===== src/logic/oms_pkg.sv =====
// Constants, mode codes and state types for operating mode selection
package oms_pkg;

	// ==========================================================
	// Register offsets within the register block
	localparam logic [9:0] OMS_PORTA_OFS = 10'h000;
	localparam logic [9:0] OMS_PORTB_OFS = 10'h001;
	localparam logic [9:0] OMS_PORT_A_DIRECTION_REG_OFS = 10'h002;
	localparam logic [9:0] OMS_PORT_B_DIRECTION_REG_OFS = 10'h003;
	localparam logic [9:0] OMS_PORT_E_DATA_REG_OFS = 10'h008;
	localparam logic [9:0] OMS_PORT_E_DIRECTION_REG_OFS = 10'h009;
	localparam logic [9:0] OMS_MODE_OFS = 10'h00b;
	localparam logic [9:0] OMS_MAP_OFS = 10'h011;

	// ==========================================================
	// Mode and map register field positions
	localparam int OMS_MB_SPECIAL_MODE_LOW = 7;
	localparam int OMS_MB_B = 6;
	localparam int OMS_MB_A = 5;
	localparam int OMS_MB_ESTR = 4;
	localparam int OMS_MB_IVIS = 3;
	localparam int OMS_MB_EBSWAI = 2;
	localparam int OMS_MB_EME = 0;
	localparam int OMS_MAP_LSB = 3;

	// ==========================================================
	// Reset values, select codes and address step
	localparam logic [7:0] OMS_PORT_RESET = 8'h00;
	localparam logic [4:0] OMS_MAP_RESET = 5'h00;
	localparam logic OMS_ESTR_RESET = 1'b1;
	localparam logic OMS_EBSWAI_RESET = 1'b0;
	localparam logic [1:0] OMS_AB_RESERVED = 2'h2;
	localparam logic [1:0] OMS_AB_SINGLE = 2'h0;
	localparam logic [15:0] OMS_ADDR_STEP = 16'h0001;

	// ==========================================================
	// Operating modes: {special_mode_low, mode_select_b, mode_select_a}
	typedef enum logic [2:0] {
		OMS_SPC_SC = 3'h0,
		OMS_SPC_NAR = 3'h1,
		OMS_SPC_PERIPH = 3'h2,
		OMS_SPC_WIDE = 3'h3,
		OMS_NRM_SC = 3'h4,
		OMS_NRM_NAR = 3'h5,
		OMS_NRM_RSV = 3'h6,
		OMS_NRM_WIDE = 3'h7
	} oms_mode_t;

	// ==========================================================
	// External bus sequencer states, Gray from IDLE to DATA2 along the word path
	typedef enum logic [2:0] {
		OMS_SQ_IDLE = 3'h0,
		OMS_SQ_ADDR = 3'h1,
		OMS_SQ_DATA = 3'h3,
		OMS_SQ_ADDR2 = 3'h2,
		OMS_SQ_DATA2 = 3'h6
	} oms_seq_t;

endpackage : oms_pkg


===== src/logic/oms_top.sv =====
// Operating mode selection, port mapping and external bus configuration
//
// The register addresses and the plain strobed port were decided locally.
`timescale 1ns/1ps

module oms_top import oms_pkg::*; (
	input wire logic mclk,
	input wire logic resetn,
	input wire logic clk_en,
	input wire logic background_debug_pin,
	input wire logic mode_select_b,
	input wire logic mode_select_a,
	input wire logic [9:0] reg_addr,
	input wire logic [7:0] reg_wdata,
	input wire logic reg_wr,
	input wire logic reg_rd,
	output logic [7:0] reg_rdata,
	input wire logic bus_req,
	input wire logic bus_we,
	input wire logic bus_word,
	input wire logic [15:0] bus_addr,
	input wire logic [15:0] bus_wdata,
	output logic bus_busy,
	output logic bus_done,
	output logic [15:0] bus_rdata,
	input wire logic [7:0] port_a_in,
	output logic [7:0] port_a_out,
	output logic [7:0] port_a_oe,
	input wire logic [7:0] port_b_in,
	output logic [7:0] port_b_out,
	output logic [7:0] port_b_oe,
	input wire logic [7:0] port_e_in,
	output logic [7:0] port_e_out,
	output logic [7:0] port_e_oe,
	input wire logic bdm_enable_cmd,
	input wire logic bdm_activate_cmd,
	input wire logic bdm_exit_cmd,
	output logic [2:0] op_mode,
	output logic special_mode,
	output logic single_chip,
	output logic expanded_wide,
	output logic expanded_narrow,
	output logic periph_mode,
	output logic cpu_hold,
	output logic protect_en,
	output logic bdm_enabled,
	output logic background_debug_mode,
	output logic clock_stretch,
	output logic int_visibility,
	output logic bus_stop_in_wait,
	output logic [15:0] reg_block_base
);

	// ==========================================================
	// Pin synchronisers
	logic [2:0] strap_s1;
	logic [2:0] strap_s2;
	logic [7:0] pa_s1;
	logic [7:0] pa_s2;
	logic [7:0] pb_s1;
	logic [7:0] pb_s2;
	logic [7:0] pe_s1;
	logic [7:0] pe_s2;

	// No reset here: the strap must keep flowing while reset is held
	always_ff @(posedge mclk) begin
		if (clk_en) begin
			strap_s1 <= {background_debug_pin, mode_select_b, mode_select_a};
			strap_s2 <= strap_s1;
			pa_s1 <= port_a_in;
			pa_s2 <= pa_s1;
			pb_s1 <= port_b_in;
			pb_s2 <= pb_s1;
			pe_s1 <= port_e_in;
			pe_s2 <= pe_s1;
		end
	end

	// ==========================================================
	// Strap decode
	// Reserved normal code collapses onto the peripheral mode
	wire logic strap_rsv = (strap_s2 == OMS_NRM_RSV);
	wire logic [2:0] strap_mode = strap_rsv ? OMS_SPC_PERIPH : strap_s2;

	// ==========================================================
	// State
	logic [2:0] mode_q;
	logic estr_q;
	logic ivis_q;
	logic ebswai_q;
	logic eme_q;
	logic mode_seen;
	logic [4:0] map_q;
	logic map_seen;
	logic released;
	logic bdm_act_q;
	logic bdm_en_q;
	logic [7:0] porta_dat;
	logic [7:0] portb_dat;
	logic [7:0] port_a_direction_reg;
	logic [7:0] port_b_direction_reg;
	logic [7:0] port_e_data_reg_dat;
	logic [7:0] port_e_direction_reg;

	// ==========================================================
	// Mode classification
	wire logic is_special = !mode_q[2];
	wire logic is_periph = (mode_q == OMS_SPC_PERIPH);
	wire logic is_single = (mode_q[1:0] == OMS_AB_SINGLE);
	wire logic is_narrow = (mode_q[1:0] == 2'h1);
	wire logic is_wide = (mode_q[1:0] == 2'h3);
	wire logic is_expanded = is_narrow || is_wide;

	// ==========================================================
	// Register map presence
	wire logic ab_in_map = is_single;
	wire logic e_in_map = !is_periph && !(is_expanded && eme_q);
	wire logic mode_in_map = !is_periph;

	wire logic hit_porta = (reg_addr == OMS_PORTA_OFS) && ab_in_map;
	wire logic hit_portb = (reg_addr == OMS_PORTB_OFS) && ab_in_map;
	wire logic hit_port_a_direction_reg = (reg_addr == OMS_PORT_A_DIRECTION_REG_OFS) && ab_in_map;
	wire logic hit_port_b_direction_reg = (reg_addr == OMS_PORT_B_DIRECTION_REG_OFS) && ab_in_map;
	wire logic hit_port_e_data_reg = (reg_addr == OMS_PORT_E_DATA_REG_OFS) && e_in_map;
	wire logic hit_port_e_direction_reg = (reg_addr == OMS_PORT_E_DIRECTION_REG_OFS) && e_in_map;
	wire logic hit_mode = (reg_addr == OMS_MODE_OFS) && mode_in_map;
	wire logic hit_map = (reg_addr == OMS_MAP_OFS);

	wire logic wr_mode = reg_wr && hit_mode;
	wire logic wr_map = reg_wr && hit_map;

	// ==========================================================
	// Mode register write qualification
	// Normal modes get one shot except EBSWAI; special modes skip the first write except ESTR, and never take EBSWAI
	wire logic norm_once = !is_special && !mode_seen;
	wire logic spec_late = is_special && mode_seen;
	wire logic [1:0] new_ab = reg_wdata[OMS_MB_B:OMS_MB_A];
	wire logic ab_legal = (new_ab != OMS_AB_RESERVED);
	wire logic ab_ok = wr_mode && (norm_once || spec_late) && ab_legal;
	wire logic special_mode_low_ok = wr_mode && spec_late;
	wire logic estr_ok = wr_mode && (norm_once || is_special);
	wire logic late_ok = wr_mode && (norm_once || spec_late);
	wire logic ebswai_ok = wr_mode && !is_special;
	wire logic map_ok = wr_map && (is_special || !map_seen);

	wire logic next_special_mode_low = special_mode_low_ok ? reg_wdata[OMS_MB_SPECIAL_MODE_LOW] : mode_q[2];
	wire logic [1:0] next_ab = ab_ok ? new_ab : mode_q[1:0];
	wire logic [2:0] next_mode = {next_special_mode_low, next_ab};

	// Leaving special while the select bits stay put keeps a legal code
	wire logic next_legal = (next_mode != OMS_NRM_RSV) && (next_mode != OMS_SPC_PERIPH);

	// ==========================================================
	// Mode and mapping registers
	always_ff @(posedge mclk) begin
		if (!resetn) begin
			// Synchronous reset, so the last sample before release wins
			mode_q <= strap_mode;
			estr_q <= OMS_ESTR_RESET;
			ivis_q <= !strap_mode[2];
			ebswai_q <= OMS_EBSWAI_RESET;
			eme_q <= !strap_mode[2];
			mode_seen <= 1'b0;
			map_q <= OMS_MAP_RESET;
			map_seen <= 1'b0;
		end else if (clk_en) begin
			if (wr_mode) mode_seen <= 1'b1;
			if ((ab_ok || special_mode_low_ok) && next_legal) mode_q <= next_mode;
			if (estr_ok) estr_q <= reg_wdata[OMS_MB_ESTR];
			if (late_ok) ivis_q <= reg_wdata[OMS_MB_IVIS];
			if (late_ok) eme_q <= reg_wdata[OMS_MB_EME];
			if (ebswai_ok) ebswai_q <= reg_wdata[OMS_MB_EBSWAI];
			if (wr_map) map_seen <= 1'b1;
			if (map_ok) map_q <= reg_wdata[OMS_MAP_LSB +: 5];
		end
	end

	// ==========================================================
	// Port data and direction registers
	always_ff @(posedge mclk) begin
		if (!resetn) begin
			porta_dat <= OMS_PORT_RESET;
			portb_dat <= OMS_PORT_RESET;
			port_a_direction_reg <= OMS_PORT_RESET;
			port_b_direction_reg <= OMS_PORT_RESET;
			port_e_data_reg_dat <= OMS_PORT_RESET;
			port_e_direction_reg <= OMS_PORT_RESET;
		end else if (clk_en && reg_wr) begin
			if (hit_porta) porta_dat <= reg_wdata;
			if (hit_portb) portb_dat <= reg_wdata;
			if (hit_port_a_direction_reg) port_a_direction_reg <= reg_wdata;
			if (hit_port_b_direction_reg) port_b_direction_reg <= reg_wdata;
			if (hit_port_e_data_reg) port_e_data_reg_dat <= reg_wdata;
			if (hit_port_e_direction_reg) port_e_direction_reg <= reg_wdata;
		end
	end

	// ==========================================================
	// Background debug state
	wire logic bdm_allowed = !is_periph;
	always_ff @(posedge mclk) begin
		if (!resetn) begin
			released <= 1'b0;
			bdm_act_q <= 1'b0;
			bdm_en_q <= 1'b0;
		end else if (clk_en) begin
			if (!released) begin
				released <= 1'b1;
				bdm_act_q <= (mode_q == OMS_SPC_SC);
				bdm_en_q <= (mode_q == OMS_SPC_SC);
			end else begin
				if (bdm_enable_cmd && bdm_allowed) bdm_en_q <= 1'b1;
				if (bdm_exit_cmd) bdm_act_q <= 1'b0;
				else if (bdm_activate_cmd && bdm_en_q && bdm_allowed) bdm_act_q <= 1'b1;
			end
		end
	end

	// ==========================================================
	// Register read path
	wire logic [7:0] mode_rd = {mode_q, estr_q, ivis_q, ebswai_q, 1'b0, eme_q};
	wire logic [7:0] map_rd = {map_q, 3'h0};
	wire logic [7:0] rd_mux =
		hit_porta ? (port_a_direction_reg & porta_dat) | (~port_a_direction_reg & pa_s2) :
		hit_portb ? (port_b_direction_reg & portb_dat) | (~port_b_direction_reg & pb_s2) :
		hit_port_a_direction_reg ? port_a_direction_reg :
		hit_port_b_direction_reg ? port_b_direction_reg :
		hit_port_e_data_reg ? (port_e_direction_reg & port_e_data_reg_dat) | (~port_e_direction_reg & pe_s2) :
		hit_port_e_direction_reg ? port_e_direction_reg :
		hit_mode ? mode_rd :
		hit_map ? map_rd :
		8'h00;

	always_ff @(posedge mclk) begin
		if (!resetn) reg_rdata <= 8'h00;
		else if (clk_en && reg_rd) reg_rdata <= rd_mux;
	end

	// ==========================================================
	// External bus
	// Requests only start while expanded; peripheral mode has no CPU master
	wire logic seq_busy;
	wire logic seq_drive;
	wire logic [7:0] seq_a;
	wire logic [7:0] seq_b;
	wire logic bus_start = bus_req && is_expanded && !seq_busy;

	oms_bus_seq u_seq (
		.mclk(mclk),
		.resetn(resetn),
		.clk_en(clk_en),
		.narrow(is_narrow),
		.start(bus_start),
		.write(bus_we),
		.word(bus_word),
		.addr(bus_addr),
		.wdata(bus_wdata),
		.a_in(pa_s2),
		.b_in(pb_s2),
		.busy(seq_busy),
		.done(bus_done),
		.rdata(bus_rdata),
		.a_out(seq_a),
		.b_out(seq_b),
		.drive_data(seq_drive)
	);

	// Stalls non-expanded modes so requests are never silently taken
	assign bus_busy = seq_busy || !is_expanded;

	// ==========================================================
	// Port pin drive
	// Narrow data phase leaves port B holding the low address
	wire logic b_drive = seq_drive || (is_narrow && seq_busy);
	assign port_a_out = is_single ? porta_dat : seq_a;
	assign port_b_out = is_single ? portb_dat : seq_b;
	assign port_a_oe = is_single ? port_a_direction_reg : (is_expanded ? {8{seq_drive}} : 8'h00);
	assign port_b_oe = is_single ? port_b_direction_reg : (is_expanded ? {8{b_drive}} : 8'h00);
	assign port_e_out = port_e_data_reg_dat;
	assign port_e_oe = e_in_map ? port_e_direction_reg : 8'h00;

	// ==========================================================
	// Status outputs
	assign op_mode = mode_q;
	assign special_mode = is_special;
	assign single_chip = is_single;
	assign expanded_wide = is_wide;
	assign expanded_narrow = is_narrow;
	assign periph_mode = is_periph;
	assign cpu_hold = is_periph;
	assign protect_en = !is_special;
	assign bdm_enabled = bdm_en_q;
	assign background_debug_mode = bdm_act_q;
	assign clock_stretch = estr_q || is_expanded;
	assign int_visibility = ivis_q && !is_single;
	assign bus_stop_in_wait = ebswai_q;
	assign reg_block_base = {map_q, 11'h000};

endmodule : oms_top


===== src/logic/oms_bus_seq.sv =====
// Multiplexed external bus sequencer for wide and narrow modes
`timescale 1ns/1ps
module oms_bus_seq import oms_pkg::*; (
	input wire logic mclk,
	input wire logic resetn,
	input wire logic clk_en,
	input wire logic narrow,
	input wire logic start,
	input wire logic write,
	input wire logic word,
	input wire logic [15:0] addr,
	input wire logic [15:0] wdata,
	input wire logic [7:0] a_in,
	input wire logic [7:0] b_in,
	output logic busy,
	output logic done,
	output logic [15:0] rdata,
	output logic [7:0] a_out,
	output logic [7:0] b_out,
	output logic drive_data
);

	// ==========================================================
	// Sequencer
	oms_seq_t state;
	oms_seq_t next_state;
	logic wr_q;
	logic word_q;
	logic narrow_q;
	logic [15:0] addr_q;
	logic [15:0] data_q;
	wire logic [15:0] addr_inc = addr_q + OMS_ADDR_STEP;
	wire logic second = narrow_q && word_q;

	assign busy = (state != OMS_SQ_IDLE);

	always_comb begin
		next_state = state;
		unique case (state)
			OMS_SQ_IDLE: if (start) next_state = OMS_SQ_ADDR;
			OMS_SQ_ADDR: next_state = OMS_SQ_DATA;
			OMS_SQ_DATA: next_state = second ? OMS_SQ_ADDR2 : OMS_SQ_IDLE;
			OMS_SQ_ADDR2: next_state = OMS_SQ_DATA2;
			OMS_SQ_DATA2: next_state = OMS_SQ_IDLE;
			default: next_state = OMS_SQ_IDLE;
		endcase
	end

	always_ff @(posedge mclk) begin
		if (!resetn) begin
			state <= OMS_SQ_IDLE;
			wr_q <= 1'b0;
			word_q <= 1'b0;
			narrow_q <= 1'b0;
			addr_q <= 16'h0000;
			data_q <= 16'h0000;
			rdata <= 16'h0000;
			done <= 1'b0;
			a_out <= 8'h00;
			b_out <= 8'h00;
			drive_data <= 1'b0;
		end else if (clk_en) begin
			state <= next_state;
			done <= 1'b0;
			unique case (next_state)
				OMS_SQ_ADDR: begin
					// Address phase: A carries high, B low
					a_out <= addr[15:8];
					b_out <= addr[7:0];
					drive_data <= 1'b1;
				end
				OMS_SQ_DATA: begin
					drive_data <= wr_q;
					a_out <= data_q[15:8];
					if (!narrow_q) b_out <= data_q[7:0];
				end
				OMS_SQ_ADDR2: begin
					a_out <= addr_inc[15:8];
					b_out <= addr_inc[7:0];
					drive_data <= 1'b1;
				end
				OMS_SQ_DATA2: begin
					drive_data <= wr_q;
					a_out <= data_q[7:0];
				end
				default: drive_data <= 1'b0;
			endcase
			if (state == OMS_SQ_IDLE && start) begin
				wr_q <= write;
				word_q <= word;
				narrow_q <= narrow;
				addr_q <= addr;
				data_q <= wdata;
			end
			if (state == OMS_SQ_DATA) begin
				if (narrow_q) rdata <= word_q ? {a_in, rdata[7:0]} : {8'h00, a_in};
				else rdata <= {a_in, b_in};
				done <= !second;
			end
			if (state == OMS_SQ_DATA2) begin
				rdata <= {rdata[15:8], a_in};
				done <= 1'b1;
			end
		end
	end

endmodule : oms_bus_seq


===== config.mk =====
export PLATFORM = sky130hd
export DESIGN_NAME = oms_top
export DESIGN_NICKNAME = d
export VERILOG_FILES = /design/src/logic/oms_pkg.sv /design/src/logic/oms_top.sv /design/src/logic/oms_bus_seq.sv
export SDC_FILE = /design/constraint.sdc
export NUM_CORES = 1
export LEC_CHECK = 0
export BUFFER_PORTS_ARGS = -buffer_cell sky130_fd_sc_hd__buf_2
export CELL_PAD_IN_SITES_DETAIL_PLACEMENT = 1
export CELL_PAD_IN_SITES_GLOBAL_PLACEMENT = 1
export CORE_MARGIN = 2
export CORE_UTILIZATION = 43
export CTS_BUF_LIST = sky130_fd_sc_hd__clkbuf_8
export DETAILED_ROUTE_END_ITERATION = 10
export PLACE_DENSITY_LB_ADDON = 0.1
export SETUP_SLACK_MARGIN = 0.4
export SYNTH_ARGS = -nofsm -noshare
export SYNTH_HDL_FRONTEND = slang
export SYNTH_SLANG_ARGS = --single-unit

===== constraint.sdc =====
create_clock -name mclk -period 3.35 [get_ports mclk]
set_input_delay 0.67 -clock mclk [delete_from_list [all_inputs] [get_ports mclk]]
set_output_delay 0.67 -clock mclk [all_outputs]
set_load 0.05 [all_outputs]

# --- Yosys cells after proc, flatten, opt, wreduce, memory -nomap -nowiden ---
# Index checks and enable logic that the tools add are counted.
word_totals:
  in_bits: 88
  word_cells: 206
  output_inout_bits: 105
  regBits: 199
classes:
  reduce_logical: 80
  n_mux: 45
  n_addsub: 1
  bitwise: 13
  n_eq_ne: 29
op_table:
  columns: ["operator", "n"]
  rows:
  - ["$mux 8", 18]
  - ["$and 8x8->8", 6]
  - ["$reduce_and 2->1", 17]
  - ["$logic_and 1x1->1", 32]
  - ["$mux 16", 2]
  - ["$pmux 8 s4", 1]
  - ["$eq 10x4->1 const B", 3]
  - ["$not 8->8", 3]
  - ["$or 8x8->8", 3]
  - ["$pmux 8 s3", 1]
  - ["$eq 10x2->1 const B", 2]
  - ["$add 16x1->16 const B", 1]
  - ["$eq 3x2->1 const B", 5]
  - ["$mux 3", 5]
  - ["$mux 1", 14]
  - ["$pmux 3 s4", 1]
  - ["$eq 10x1->1 const B", 1]
  - ["$eq 10x5->1 const B", 1]
  - ["$logic_not 1->1", 10]
  - ["$logic_not 10->1", 1]
  - ["$eq 3x3->1 const B", 3]
  - ["$reduce_and 3->1", 3]
  - ["$logic_or 1x1->1", 8]
  - ["$ne 2x1->1 const B", 4]
  - ["15 further kinds", 23]

# --- Longest topological paths before layout ---
# Gate-level depths: netlist of run 1.
depth:
  ltp_word: 13
  mapped_depth: 9
  ltp_nobuf: 6

# --- Modules after synthesis ---
# From an unflattened synthesis of run 1, not the netlist that was laid out.
unflattened:
  cells_unflattened: 1030
  hier_area_um2: 9623.0
by_module_without_submodules:
  columns: ["mod", "seq_area_each_um2", "n_inst", "cells_per_inst", "area_each_um2"]
  rows:
  - ["oms_top", 3133.0, 1, 573, 6060.8]
  - ["oms_bus_seq", 1441.4, 1, 457, 3562.2]

# --- Worst setup path after synthesis of run 1 ---
# Ideal clock, no wire load.
synth_timing:
  kind: "register -> output"
  from: "reg mode_q[1], in the netlist op_mode[1]"
  to: "out port_a_oe[5]"
  setup_slack_ns: 0.360
  arrival_ns: 2.320
  t_required_ns: 2.680
  n_path_buf: 2
  stages_incl_launch_ff: 5
  path_cell_list: "edfxtp_1 > buf_2 > nor2_1 > clkbuf_1 > a21o_1"
synth_via:
  elab_cells_between_ends: 6
  cone_classes: "eq/ne (2); mux (2); reduce/logical (2)"
synth_rtl:
  columns: ["item", "line_no", "text"]
  rows:
  - ["start, declared", "oms_top.sv:87", "logic [2:0] mode_q;"]
  - ["start signal, assigned", "oms_top.sv:158", "mode_q <= strap_mode;"]
  - ["start signal, assigned", "oms_top.sv:168", "if ((ab_ok || special_mode_low_ok) && next_legal) mode_q <= next_mode;"]
  - ["$logic_not 2->1", "oms_top.sv:109", "wire logic is_single = (mode_q[1:0] == OMS_AB_SINGLE);"]
  - ["net single_chip", "oms_top.sv:40", "output logic single_chip,"]
  - ["$mux 8", "oms_top.sv:277", "assign port_a_oe = is_single ? port_a_direction_reg : (is_expanded ? {8{seq_drive}} : 8'h00);"]
  - ["end, declared", "oms_top.sv:28", "output logic [7:0] port_a_oe,"]
# The timed path passes the listed nets, and every way through them passes these cells.

# --- Worst setup path after layout of run 1 ---
layout_timing:
  from: "reg mode_q[0], in the netlist op_mode[0]"
  to: "out port_a_out[2]"
layout_via:
  elab_chain_len: 2
layout_rtl:
  columns: ["item", "line_no", "text"]
  rows:
  - ["$logic_not 2->1", "oms_top.sv:109", null]
  - ["$mux 8", "oms_top.sv:275", "assign port_a_out = is_single ? porta_dat : seq_a;"]
  - ["end, declared", "oms_top.sv:27", "output logic [7:0] port_a_out,"]
# No other way between the ends.

==> results of run 1 <==
[stage by stage]
stage	setup slack [ns]	total power, mW
floorplan	0.5532	3.182
global placement	0.6164	3.434
detailed placement	0.5668	3.446
CTS	0.4174	5.069
global route	0.4486	5.220
finish	0.5207	5.034
[final cells by class]
class / instances / area [µm²] / area share, %
clock buffers: 18 / 247.7 / 2.277
multi-input cells: 713 / 4310 / 39.62
flip-flops and latches: 199 / 4576 / 42.06
inverters: 25 / 98.84 / 0.9086
repair buffers: 209 / 1132 / 10.41
well taps: 275 / 344.1 / 3.163
clock inverters: 14 / 170.2 / 1.564
[per-layer routing]
layer / up-vias / track usage [%] / share of wire (%)
met5: - / 0 / 0
met4: 0 / 6.729 / 1.3
met3: 25 / 3.886 / 6.3
met2: 270 / 41.59 / 44
met1: 4132 / 42.03 / 48
li1: 3914 / - / -
[worst register-to-register path, cell delays in order, from the launching register on]
cell and delay, ns:
edfxtp_1 0.38, buf_4 0.21, or3b_4 0.37, clkinvlp_4 0.25, nor4_2 0.38, buf_4 0.22, nand3_1 0.10, a2bb2oi_1 0.14
mux2_2 0.26
[Yosys cell counts, drive strengths merged (3+ instances only)]
cell	number	share of area [%]
nand2	145	5.8
dfxtp	140	30
nor2	88	3.6
a21oi	87	4.7
mux2i	62	6.7
edfxtp	59	19
clkbuf	46	1.9
nand3	39	2.1
buf	34	2.2
o21ai	30	1.6
inv	25	1.0
a21o	22	1.8
mux2	22	2.7
nor3	20	1.1
a31oi	16	1.1
a211oi	15	1.3
a22oi	10	0.81
and2	10	0.67
and3	10	0.67
nor4	10	0.97
a221oi	9	0.91
nand4	9	0.60
o211ai	9	0.73
o221ai	9	0.85
xnor2	7	0.66
nand2b	6	0.40
nor2b	6	0.40
xor2	6	0.56
o22ai	4	0.27
o31ai	4	0.32
or4	4	0.36
and4	3	0.28
ha	3	0.40
nand3b	3	0.24
nor3b	3	0.24
o211a	3	0.32
o2bb2ai	3	0.28
or3	3	0.26
[what timing repair did]
action                                  4_1_cts  5_1_grt
pin swaps                                     0        0
cloned                                        0        0
endpoints found under the setup margin        3       13
hold buffers                                  0        0
resized for setup                             3        1
buffers inserted                              0        1
[path summary, 6_finish.rpt]
check / slack, ns / depth (start not counted) / startpoint / end
max: 0.52 / 5 / op_mode[0]$_DFFE_PP_ / port_a_out[2]
min: 0.33 / 1 / port_e_in[6] / pe_s1[6]$_DFFE_PP_
max reg2reg: 0.81 / 8 / op_mode[1]$_DFFE_PP_ / op_mode[1]$_DFFE_PP_
min reg2reg: 0.43 / 0 / pb_s1[1]$_DFFE_PP_ / pb_s2[1]$_DFFE_PP_
[cells by family after synthesis]
| kind of cell | after synthesis |
|---|---|
| xor+xnor | 13 |
| other cells | 1 |
| compound gates | 237 |
| fa+ha+maj | 3 |
| flops | 199 |
| buf+inv | 105 |
| mux | 84 |
| simple gates | 365 |
[where the power goes]
group / switching [mW] / internal [mW] / total, mW / leakage (nW)
registers: 0.0824 / 2.59 / 2.67 / 1.71
logic: 0.522 / 0.206 / 0.728 / 2.59
clock network: 1.04 / 0.597 / 1.63 / 0.210
total: 1.64 / 3.39 / 5.03 / 4.52
==> summary.md, run 1 <==
| Metric | Value |
|---|---|
| Overall Global Routing Usage | `27.70%` |
| Max Cap Viol | `0` |
| Crit-path max FO | `16` |
| Fin crit period | `2.829 ns` |
| Critical path required time | `2.68 ns` |
| Leakage power | `4.516 nW` |
| Clk root buf | `clkbuf_8` |
| Die width | `151.2 µm` |
| Post-synthesis xor/xnor area fraction | `1.223%` |
| Crit path launch type | `flop` |
| # setup viols final | `0` |
| Die area | `22850 µm²` |
| DRT antenna net count | `0` |
| RSZ-0062 raised after global routing | `no` |
| DRC Markers | `0` |
| Measured slew at the worst slew-check pin | `0.8108 ns` |
| Most frequent cells in the layout | `buf_2, nand2_1, dfxtp_1` |
| Pin count of the biggest net entering global routing | `79` |
| Diode count | `0` |
| Max Buffers Root-to-Sink | `2` |
| GP Congestion | `0.9106` |
| Fin crit share | `84.46%` |
| Vias in the first global route | `8009` |
| Core area | `21150 µm²` |
| Final hold slack | `0.3288 ns` |
| Relative slew slack | `45.94%` |
| Die H | `151.2 µm` |
| Proportion of synthesized area in mux cells | `9.324%` |
| Synthesized flop and latch total | `199` |
| Number of iterations in the first detailed-routing pass | `5` |
| Post-synth ARST share | `0%` |
| Clock Skew | `0.02097 ns` |
| Clock Latency Late Sink | `0.50 ns` |
| Worst-path clk slew | `0.13 ns` |
| Outcome | `finished clean` |
| Clock Sinks | `199` |
| Area Overhead vs Synth | `16.82%` |
| CP arrival | `2.16 ns` |
| Non-Filler Instances | `1453` |
| Final instance area | `10880 µm²` |
| Critical path's top delay family | `buffers and inverters` |
| Synthesis Warnings | `0` |
| Hold crit path type | `in2reg` |
| Post-DP HPWL | `23070 µm` |
| Crit. End Element | `primary output` |
| Routed len/inst | `21.45 µm` |
| Power per cell area | `462.7 nW/µm²` |
| Routed WL | `31160 µm` |
| Crit-path max cell delay | `0.43 ns` |
| Routed vias | `8341` |
| Fin. Hold Viols | `0` |
| Max VDD drop | `0.0002629 V` |
| Crit path top cell by count | `buf_4` |
| IO Count | `193` |
| Largest family of logic cells by synthesized area | `simple AND/OR/NAND/NOR gates` |
| Most used DFF post-synth | `dfxtp_1` |
| Syn Area/Cell | `9.248 µm²` |
| Overflow left after global routing | `0` |
| Seq/Total Area, Yosys | `49.12%` |
| Compound-cell area share of the yosys netlist | `16.59%` |
| Share of cells above drive strength 1 | `23.85%` |
| Fin nets | `1256` |
| DP Area | `10440 µm²` |
| CTS buffer count | `17` |
| Crit-path slowest cell | `edfxtp_1` |
| First-pass GRT wire length | `47000 µm` |
| IO Port Bufs | `181` |
| CTS tree | `yes` |
| Antenna violations before repair | `0` |
| CP Class | `reg2out` |
| H-tree depth | `4` |
| Initial Util | `44.02%` |
| Placed cell count | `1420` |
| Simple-Gate Fraction of Synth Area | `18.22%` |
| Via density | `5.741` |
| Synthesized cell area | `9313 µm²` |
| Worst path cell trace | `buf_4, nor2_2, buf_4, mux2_2, buf_2` |
| Yosys cell types | `69` |
| Site row count | `53` |
| Largest regs | `u_seq.addr_q (16), u_seq.data_q (16), u_seq.rdata (16)` |
| Achievable Freq | `353.4 MHz` |
| Detailed Route Iter0 Violations | `749` |
| Commonest non-fill, non-tap cell in the layout | `buf_2` |
| Pins Over Slew Limit | `0` |
| Setup TNS | `0 ns` |
| Buf/Inv on CP | `3` |
| Gate Count Post-Synth | `1007` |
| EDFF count, synth | `59` |
| Adder-cell share of the synthesized area | `0.4031%` |
| FILL cells | `2507` |
| Final core utilization | `51.43%` |
Note: power is estimated with default switching activity, not from simulation.
==> run 2, diff against run 1 <==
Settings changed: ABC_AREA set to 1, CORE_UTILIZATION 43 to 41.
Clock period 3.35 ns to 2.9 ns, I/O delays scaled along.
==> run 2 against run 1 <==
  * Sequential power rose by 16%
  * Critical path depth rose by 1
  * Setup slack got worse by 0.11 ns
  * Hold slack got worse by 0.068 ns
  * Core utilization fell by 0.92 points
  * Die area rose by 3.6%
  * Synthesized area fell by 1.1%
  * Critical endpoint is now port_a_oe[1]
  * Largest cell class unchanged
  * Highest routed layer unchanged
==> summary.md, run 2 <==
| Metric | Value |
|---|---|
| Outcome | `finished clean` |
| Logic pwr share | `15.6%` |
| Antenna violations before repair | `0` |
| P_sw | `1.945 mW` |
| Vias in the first global route | `8517` |
| Fin nets | `1429` |
| Relative slew slack | `48.16%` |
| Gate Count Post-Synth | `1161` |
| CTS buffer count | `17` |
| Clk root buf | `clkbuf_8` |
| DRT antenna net count | `0` |
| Grt met2 use | `42.94%` |
| Crit. End Element | `primary output` |
| Clock Latency Late Sink | `0.48 ns` |
| DRC Markers | `0` |
| Sw Ratio | `33.00%` |
| Max Buffers Root-to-Sink | `2` |
| Routed vias | `8714` |
| Pin count of the biggest net entering global routing | `105` |
| Post-DP HPWL | `24180 µm` |
| CTS tree | `yes` |
| # setup viols final | `0` |
| Routed len/inst | `19.62 µm` |
| Crit-path slowest cell | `edfxtp_1` |
| Setup slack, reg-to-reg | `0.68 ns` |
| Leakage power | `4.662 nW` |
| Die width | `153.9 µm` |
| Clk pwr share | `32.1%` |
| Max Cap Viol | `0` |
| Hold crit path type | `in2reg` |
| Final Power | `5.893 mW` |
| Diode count | `0` |
| IO Port Bufs | `181` |
| Yosys cell types | `53` |
| Setup TNS | `0 ns` |
| Crit-path max FO | `25` |
| Most common cell in the netlist | `nand2_1` |
| Multi-input gate area | `3930 µm²` |
| Pre-CTS setup slack | `0.4061 ns` |
| H-tree depth | `4` |
| Number of iterations in the first detailed-routing pass | `6` |
| Syn Area/Cell | `7.934 µm²` |
| Die area | `23680 µm²` |
| Clock Skew | `0.02060 ns` |
| Die H | `153.9 µm` |
| Initial Util | `41.95%` |
| Achievable Freq | `401.2 MHz` |
| IO Count | `193` |
| Final WS setup | `0.4072 ns` |
| First-pass GRT wire length | `48750 µm` |
| Most frequent cells in the layout | `nand2_1, buf_2, dfxtp_1` |
| Post-synth ARST share | `0%` |
| RSZ-0062 raised after global routing | `yes` |
| Met1 Use GR | `37.98%` |
| Via density | `5.343` |
| Clock Sinks | `199` |
| Crit path top cell by count | `buf_6` |
| Core area | `21960 µm²` |
| Crit-path max cell delay | `0.48 ns` |
| Synthesis Warnings | `0` |
| Site row count | `54` |
| Detailed Route Iter0 Violations | `516` |
| Share of cells above drive strength 1 | `21.98%` |
| GP Congestion | `0.8715` |
| Power Internal | `3.948 mW` |
| Synthesized cell area | `9211 µm²` |
| CP arrival | `1.91 ns` |
| Worst-path clk slew | `0.12 ns` |
| Yosys top cell by area | `dfxtp_1` |
| FILL cells | `2778` |
| Measured slew at the worst slew-check pin | `0.7765 ns` |
| Fin crit period | `2.493 ns` |
| GR Layer Usage met3 | `3.805%` |
| EDFF count, synth | `59` |
| Max VDD drop | `0.0003049 V` |
| Seq. cell area | `4574 µm²` |
| Fin. Hold Viols | `0` |
| Top cells by area, synth | `dfxtp_1, edfxtp_1, o21ai_0, nand2_1, a21oi_1` |
| Largest regs | `u_seq.addr_q (16), u_seq.data_q (16), u_seq.rdata (16)` |
| GR peak layer | `met2` |
| Seq pwr share | `52.4%` |
| Top cell type's share of synthesized area | `30.43%` |
| Critical path required time | `2.32 ns` |
| Overall Global Routing Usage | `26.74%` |
| Overflow left after global routing | `0` |
| Worst path cell trace | `inv_4, nand2_2, buf_12, buf_6, o21ai_1, buf_6` |
| Most used DFF post-synth | `dfxtp_1` |
| Pins Over Slew Limit | `0` |
| Crit path launch type | `flop` |
| Routed WL | `32010 µm` |
| Synthesized flop and latch total | `199` |
| Commonest non-fill, non-tap cell in the layout | `nand2_1` |
| Synth cell count leaders | `nand2_1, o21ai_0, dfxtp_1` |
| Post-CTS Hold Buffers | `0` |
| Power per cell area | `531.3 nW/µm²` |
| Seq/Total Area, Yosys | `49.66%` |
| Area Overhead vs Synth | `20.40%` |
| CP Class | `reg2out` |
| Fin crit share | `85.96%` |
-- run 2: changes by cell type after synthesis, moves of 11 or more --
cell,previous run,this run
o21ai_0,29,166
inv_1,25,124
mux2i_1,62,4
nand2_1,145,194
a21oi_1,86,119
nor2_1,87,117
a21o_1,22,0
mux2_2,22,0
clkbuf_1,46,28
a31oi_1,16,1
nand4_1,9,24
nor3_1,20,7
a211oi_1,14,3
nand3_1,39,50
-- run 2: final cells by class --
cell class,count,share of cell area (%)
repair buffers,205,11.69
inverters,136,4.625
well taps,280,3.159
flip-flops and latches,199,41.25
clock inverters,15,1.737
clock buffers,17,2.110
multi-input cells,779,35.44
-- run 2: worst paths after layout --
path                         from               endpoint  cells past startpoint
max          op_mode[0]$_DFFE_PP_           port_a_oe[1]                      6
min reg2reg    pe_s1[4]$_DFFE_PP_     pe_s2[4]$_DFFE_PP_                      0
min                 mode_select_a  strap_s1[0]$_DFFE_PP_                      1
max reg2reg  op_mode[1]$_DFFE_PP_   op_mode[1]$_DFFE_PP_                     14
-- run 2: kinds of logic after synthesis --
family          Yosys count  share of synthesized area [%]
xor+xnor                  2                         0.1902
other cells               1                        0.04071
fa+ha+maj                 3                         0.4075
flops                   199                          49.66
buf+inv                 193                          8.992
mux                       4                         0.4347
compound gates          332                          19.48
simple gates            427                          20.80
-- run 2: worst max-delay path: cells and delay by family, from the launching register on --
kind                   cells  cell delay [ns]
AO/OA/AOI/OAI              1             0.20
AND/OR/NAND/NOR            1             0.09
flip-flops                 1             0.48
buffers and inverters      4             0.65
-- run 2: timing repair --
item                       CTS  global route
resized for setup           28            59
setup buffers                4             4
setup endpoints to repair   41            38
-- run 2: through the flow --
stage / cells / area (µm²) / util [%] / hold slack [ns]
finish: 1631 / 11090 / 50.51 / 0.2609
floorplan: 1171 / 9318 / - / 0.4003
detailed placement: 1591 / 10380 / 47.27 / 0.4063
global placement: 1591 / 10380 / 47.27 / 0.4006
global route: 1631 / 11090 / 50.51 / 0.2340
CTS: 1627 / 10920 / 49.71 / 0.2393
-- run 2: metal layers --
| metal | routed length, µm | vias up |
|---|---|---|
| li1 | - | 4230 |
| met1 | 15130 | 4192 |
| met2 | 14580 | 264 |
| met3 | 1841 | 28 |
| met4 | 456 | 0 |
| met5 | 0 | - |
-- run 2: power by group through the flow --
stage	Clock, mW	Sequential, mW	Combinational, mW
6_report	1.89	3.09	0.916
5_1_grt	2.04	3.10	0.987
4_1_cts	1.93	3.09	0.881
3_5_place_dp	0	3.15	0.848
3_3_place_gp	0	3.15	0.836
2_1_floorplan	0	3.14	0.557
==> run 3, diff against run 2 <==
Settings changed: PLACE_DENSITY_LB_ADDON 0.1 to 0.15.
==> run 3 against run 2 <==
  * Final cell count shrank 0.25%
  * Via count grew 0.50%
  * Sequential share of layout area grew 0.18 points
  * Non-clock buffer count shrank 4
  * Sequential power is essentially flat
  * Global-route usage shrank 0.15 points
  * Largest power group unchanged
  * Highest routed layer unchanged
==> summary.md, run 3 (same netlist as run 2, synthesis figures left out) <==
| Metric | Value |
|---|---|
| Outcome | `finished clean` |
| FILL cells | `2749` |
| Core area | `21960 µm²` |
| Post-CTS Hold Buffers | `0` |
| Sw Ratio | `33.12%` |
| Crit path launch type | `flop` |
| Share of cells above drive strength 1 | `22.05%` |
| # setup viols final | `0` |
| Most frequent cells in the layout | `nand2_1, buf_2, dfxtp_1` |
| Hold crit path type | `in2reg` |
| Largest regs | `u_seq.addr_q (16), u_seq.data_q (16), u_seq.rdata (16)` |
| Routed vias | `8758` |
| Pins Over Slew Limit | `0` |
| CTS tree | `yes` |
| Critical path's top delay family | `buffers and inverters` |
| Fin nets | `1425` |
| IO Count | `193` |
| Clock Latency Late Sink | `0.49 ns` |
| Overall Global Routing Usage | `26.59%` |
| Routed WL | `31810 µm` |
| Worst path cell trace | `clkinv_2, nand2_4, buf_12, o21ai_1, buf_6` |
| Fin. Hold Viols | `0` |
| DRC Markers | `0` |
| Buf/Inv on CP | `3` |
| Diode count | `0` |
| Fin crit period | `2.476 ns` |
| Stages on worst setup path | `5` |
| Relative slew slack | `49.10%` |
| Leakage power | `4.643 nW` |
| Fin crit share | `85.36%` |
| Worst Hold Depth | `1` |
| Initial Util | `41.95%` |
| CP Class | `reg2out` |
| Die width | `153.9 µm` |
| Max VDD drop | `0.0003161 V` |
| Logic pwr share | `15.7%` |
| Antenna violations before repair | `0` |
| Seq pwr share | `52.6%` |
| Clock Sinks | `199` |
| DRT antenna net count | `0` |
| CP arrival | `1.90 ns` |
| Crit-path max cell delay | `0.46 ns` |
| Pin count of the biggest net entering global routing | `81` |
| Worst-path clk slew | `0.12 ns` |
| Clk root buf | `clkbuf_8` |
| Crit-path slowest cell | `edfxtp_1` |
| Achievable Freq | `404.0 MHz` |
| Routed len/inst | `19.55 µm` |
| Power Internal | `3.925 mW` |
| H-tree depth | `4` |
| Via density | `5.383` |
| GP Congestion | `0.9126` |
| Measured slew at the worst slew-check pin | `0.7624 ns` |
| Area Overhead vs Synth | `19.91%` |
| Die area | `23680 µm²` |
| Final core utilization | `50.30%` |
| Crit-path max FO | `19` |
| Final Power | `5.869 mW` |
| Critical path required time | `2.32 ns` |
| IO Port Bufs | `181` |
| FF-to-FF path depth | `7` |
| Setup TNS | `0 ns` |
| Site row count | `54` |
| P_sw | `1.944 mW` |
| Die H | `153.9 µm` |
| Commonest non-fill, non-tap cell in the layout | `nand2_1` |
| CTS buffer count | `17` |
| Max Cap Viol | `0` |
| Overflow left after global routing | `0` |
| Final hold slack | `0.2505 ns` |
| Crit. End Element | `primary output` |
| Number of iterations in the first detailed-routing pass | `6` |
| Clk pwr share | `31.7%` |
| Clock Skew | `0.02176 ns` |
| RSZ-0062 raised after global routing | `yes` |
| First-pass GRT wire length | `48610 µm` |
| Post-DP HPWL | `23770 µm` |
| Vias in the first global route | `8518` |
| Max Buffers Root-to-Sink | `2` |
| Power per cell area | `531.3 nW/µm²` |
| Detailed Route Iter0 Violations | `657` |
run 3: cell type report:
type	count	area (µm²)	area share, %
Inverter	136	516.7	4.678
Clock buffer	17	234.0	2.118
Tap cell	280	350.3	3.172
Timing Repair Buffer	201	1247	11.29
Sequential cell	199	4576	41.43
Clock inverter	15	173.9	1.575
Multi-Input combinational cell	779	3948	35.74
run 3: final timing paths:
kind | slack, ns | start | end
setup reg to reg | 0.72 | op_mode[0]$_DFFE_PP_ | port_a_direction_reg[6]$_SDFFE_PN0P_
hold reg to reg | 0.43 | pa_s1[5]$_DFFE_PP_ | pa_s2[5]$_DFFE_PP_
hold / removal | 0.25 | port_e_in[1] | pe_s1[1]$_DFFE_PP_
setup / recovery | 0.42 | op_mode[0]$_DFFE_PP_ | port_a_oe[7]
run 3: worst reg2reg max path, stage by stage (launching register included):
cell	delay (ns)
edfxtp_1	0.46
clkinv_2	0.14
nand2_4	0.12
clkbuf_16	0.23
nor2_8	0.16
nand4_1	0.51
o21ai_0	0.37
a21oi_1	0.07
run 3: what timing repair did:
item / 4_1_cts / 5_1_grt
pin swaps: 0 / 1
gates resized for setup: 27 / 43
setup endpoints to repair: 42 / 40
cloned: 0 / 1
setup buffers: 6 / 0
run 3: power by group through the flow:
stage	sequential, mW	clock (mW)	combinational [mW]
5_1_grt	3.10	2.00	0.990
4_1_cts	3.09	1.89	0.883
2_1_floorplan	3.14	0	0.557
3_3_place_gp	3.15	0	0.832
3_5_place_dp	3.15	0	0.842
6_report	3.09	1.86	0.919
run 3: routing by layer:
metal / up-vias / track usage [%] / wire, µm
met5: - / 0 / 0
met3: 32 / 4.932 / 2003
li1: 4224 / - / -
met2: 293 / 42.11 / 14420
met4: 0 / 5.830 / 371
met1: 4209 / 38.03 / 15010
run 3: through the flow:
| stage | setup WS, ns | cell area [µm²] | std cells |
|---|---|---|---|
| after floorplan | 0.2791 | 9318 | 1171 |
| after global placement | 0.4063 | 10340 | 1588 |
| after detailed placement | 0.3794 | 10340 | 1588 |
| after CTS | 0.4029 | 10890 | 1626 |
| after global routing | 0.3546 | 11050 | 1627 |
| final | 0.4245 | 11050 | 1627 |
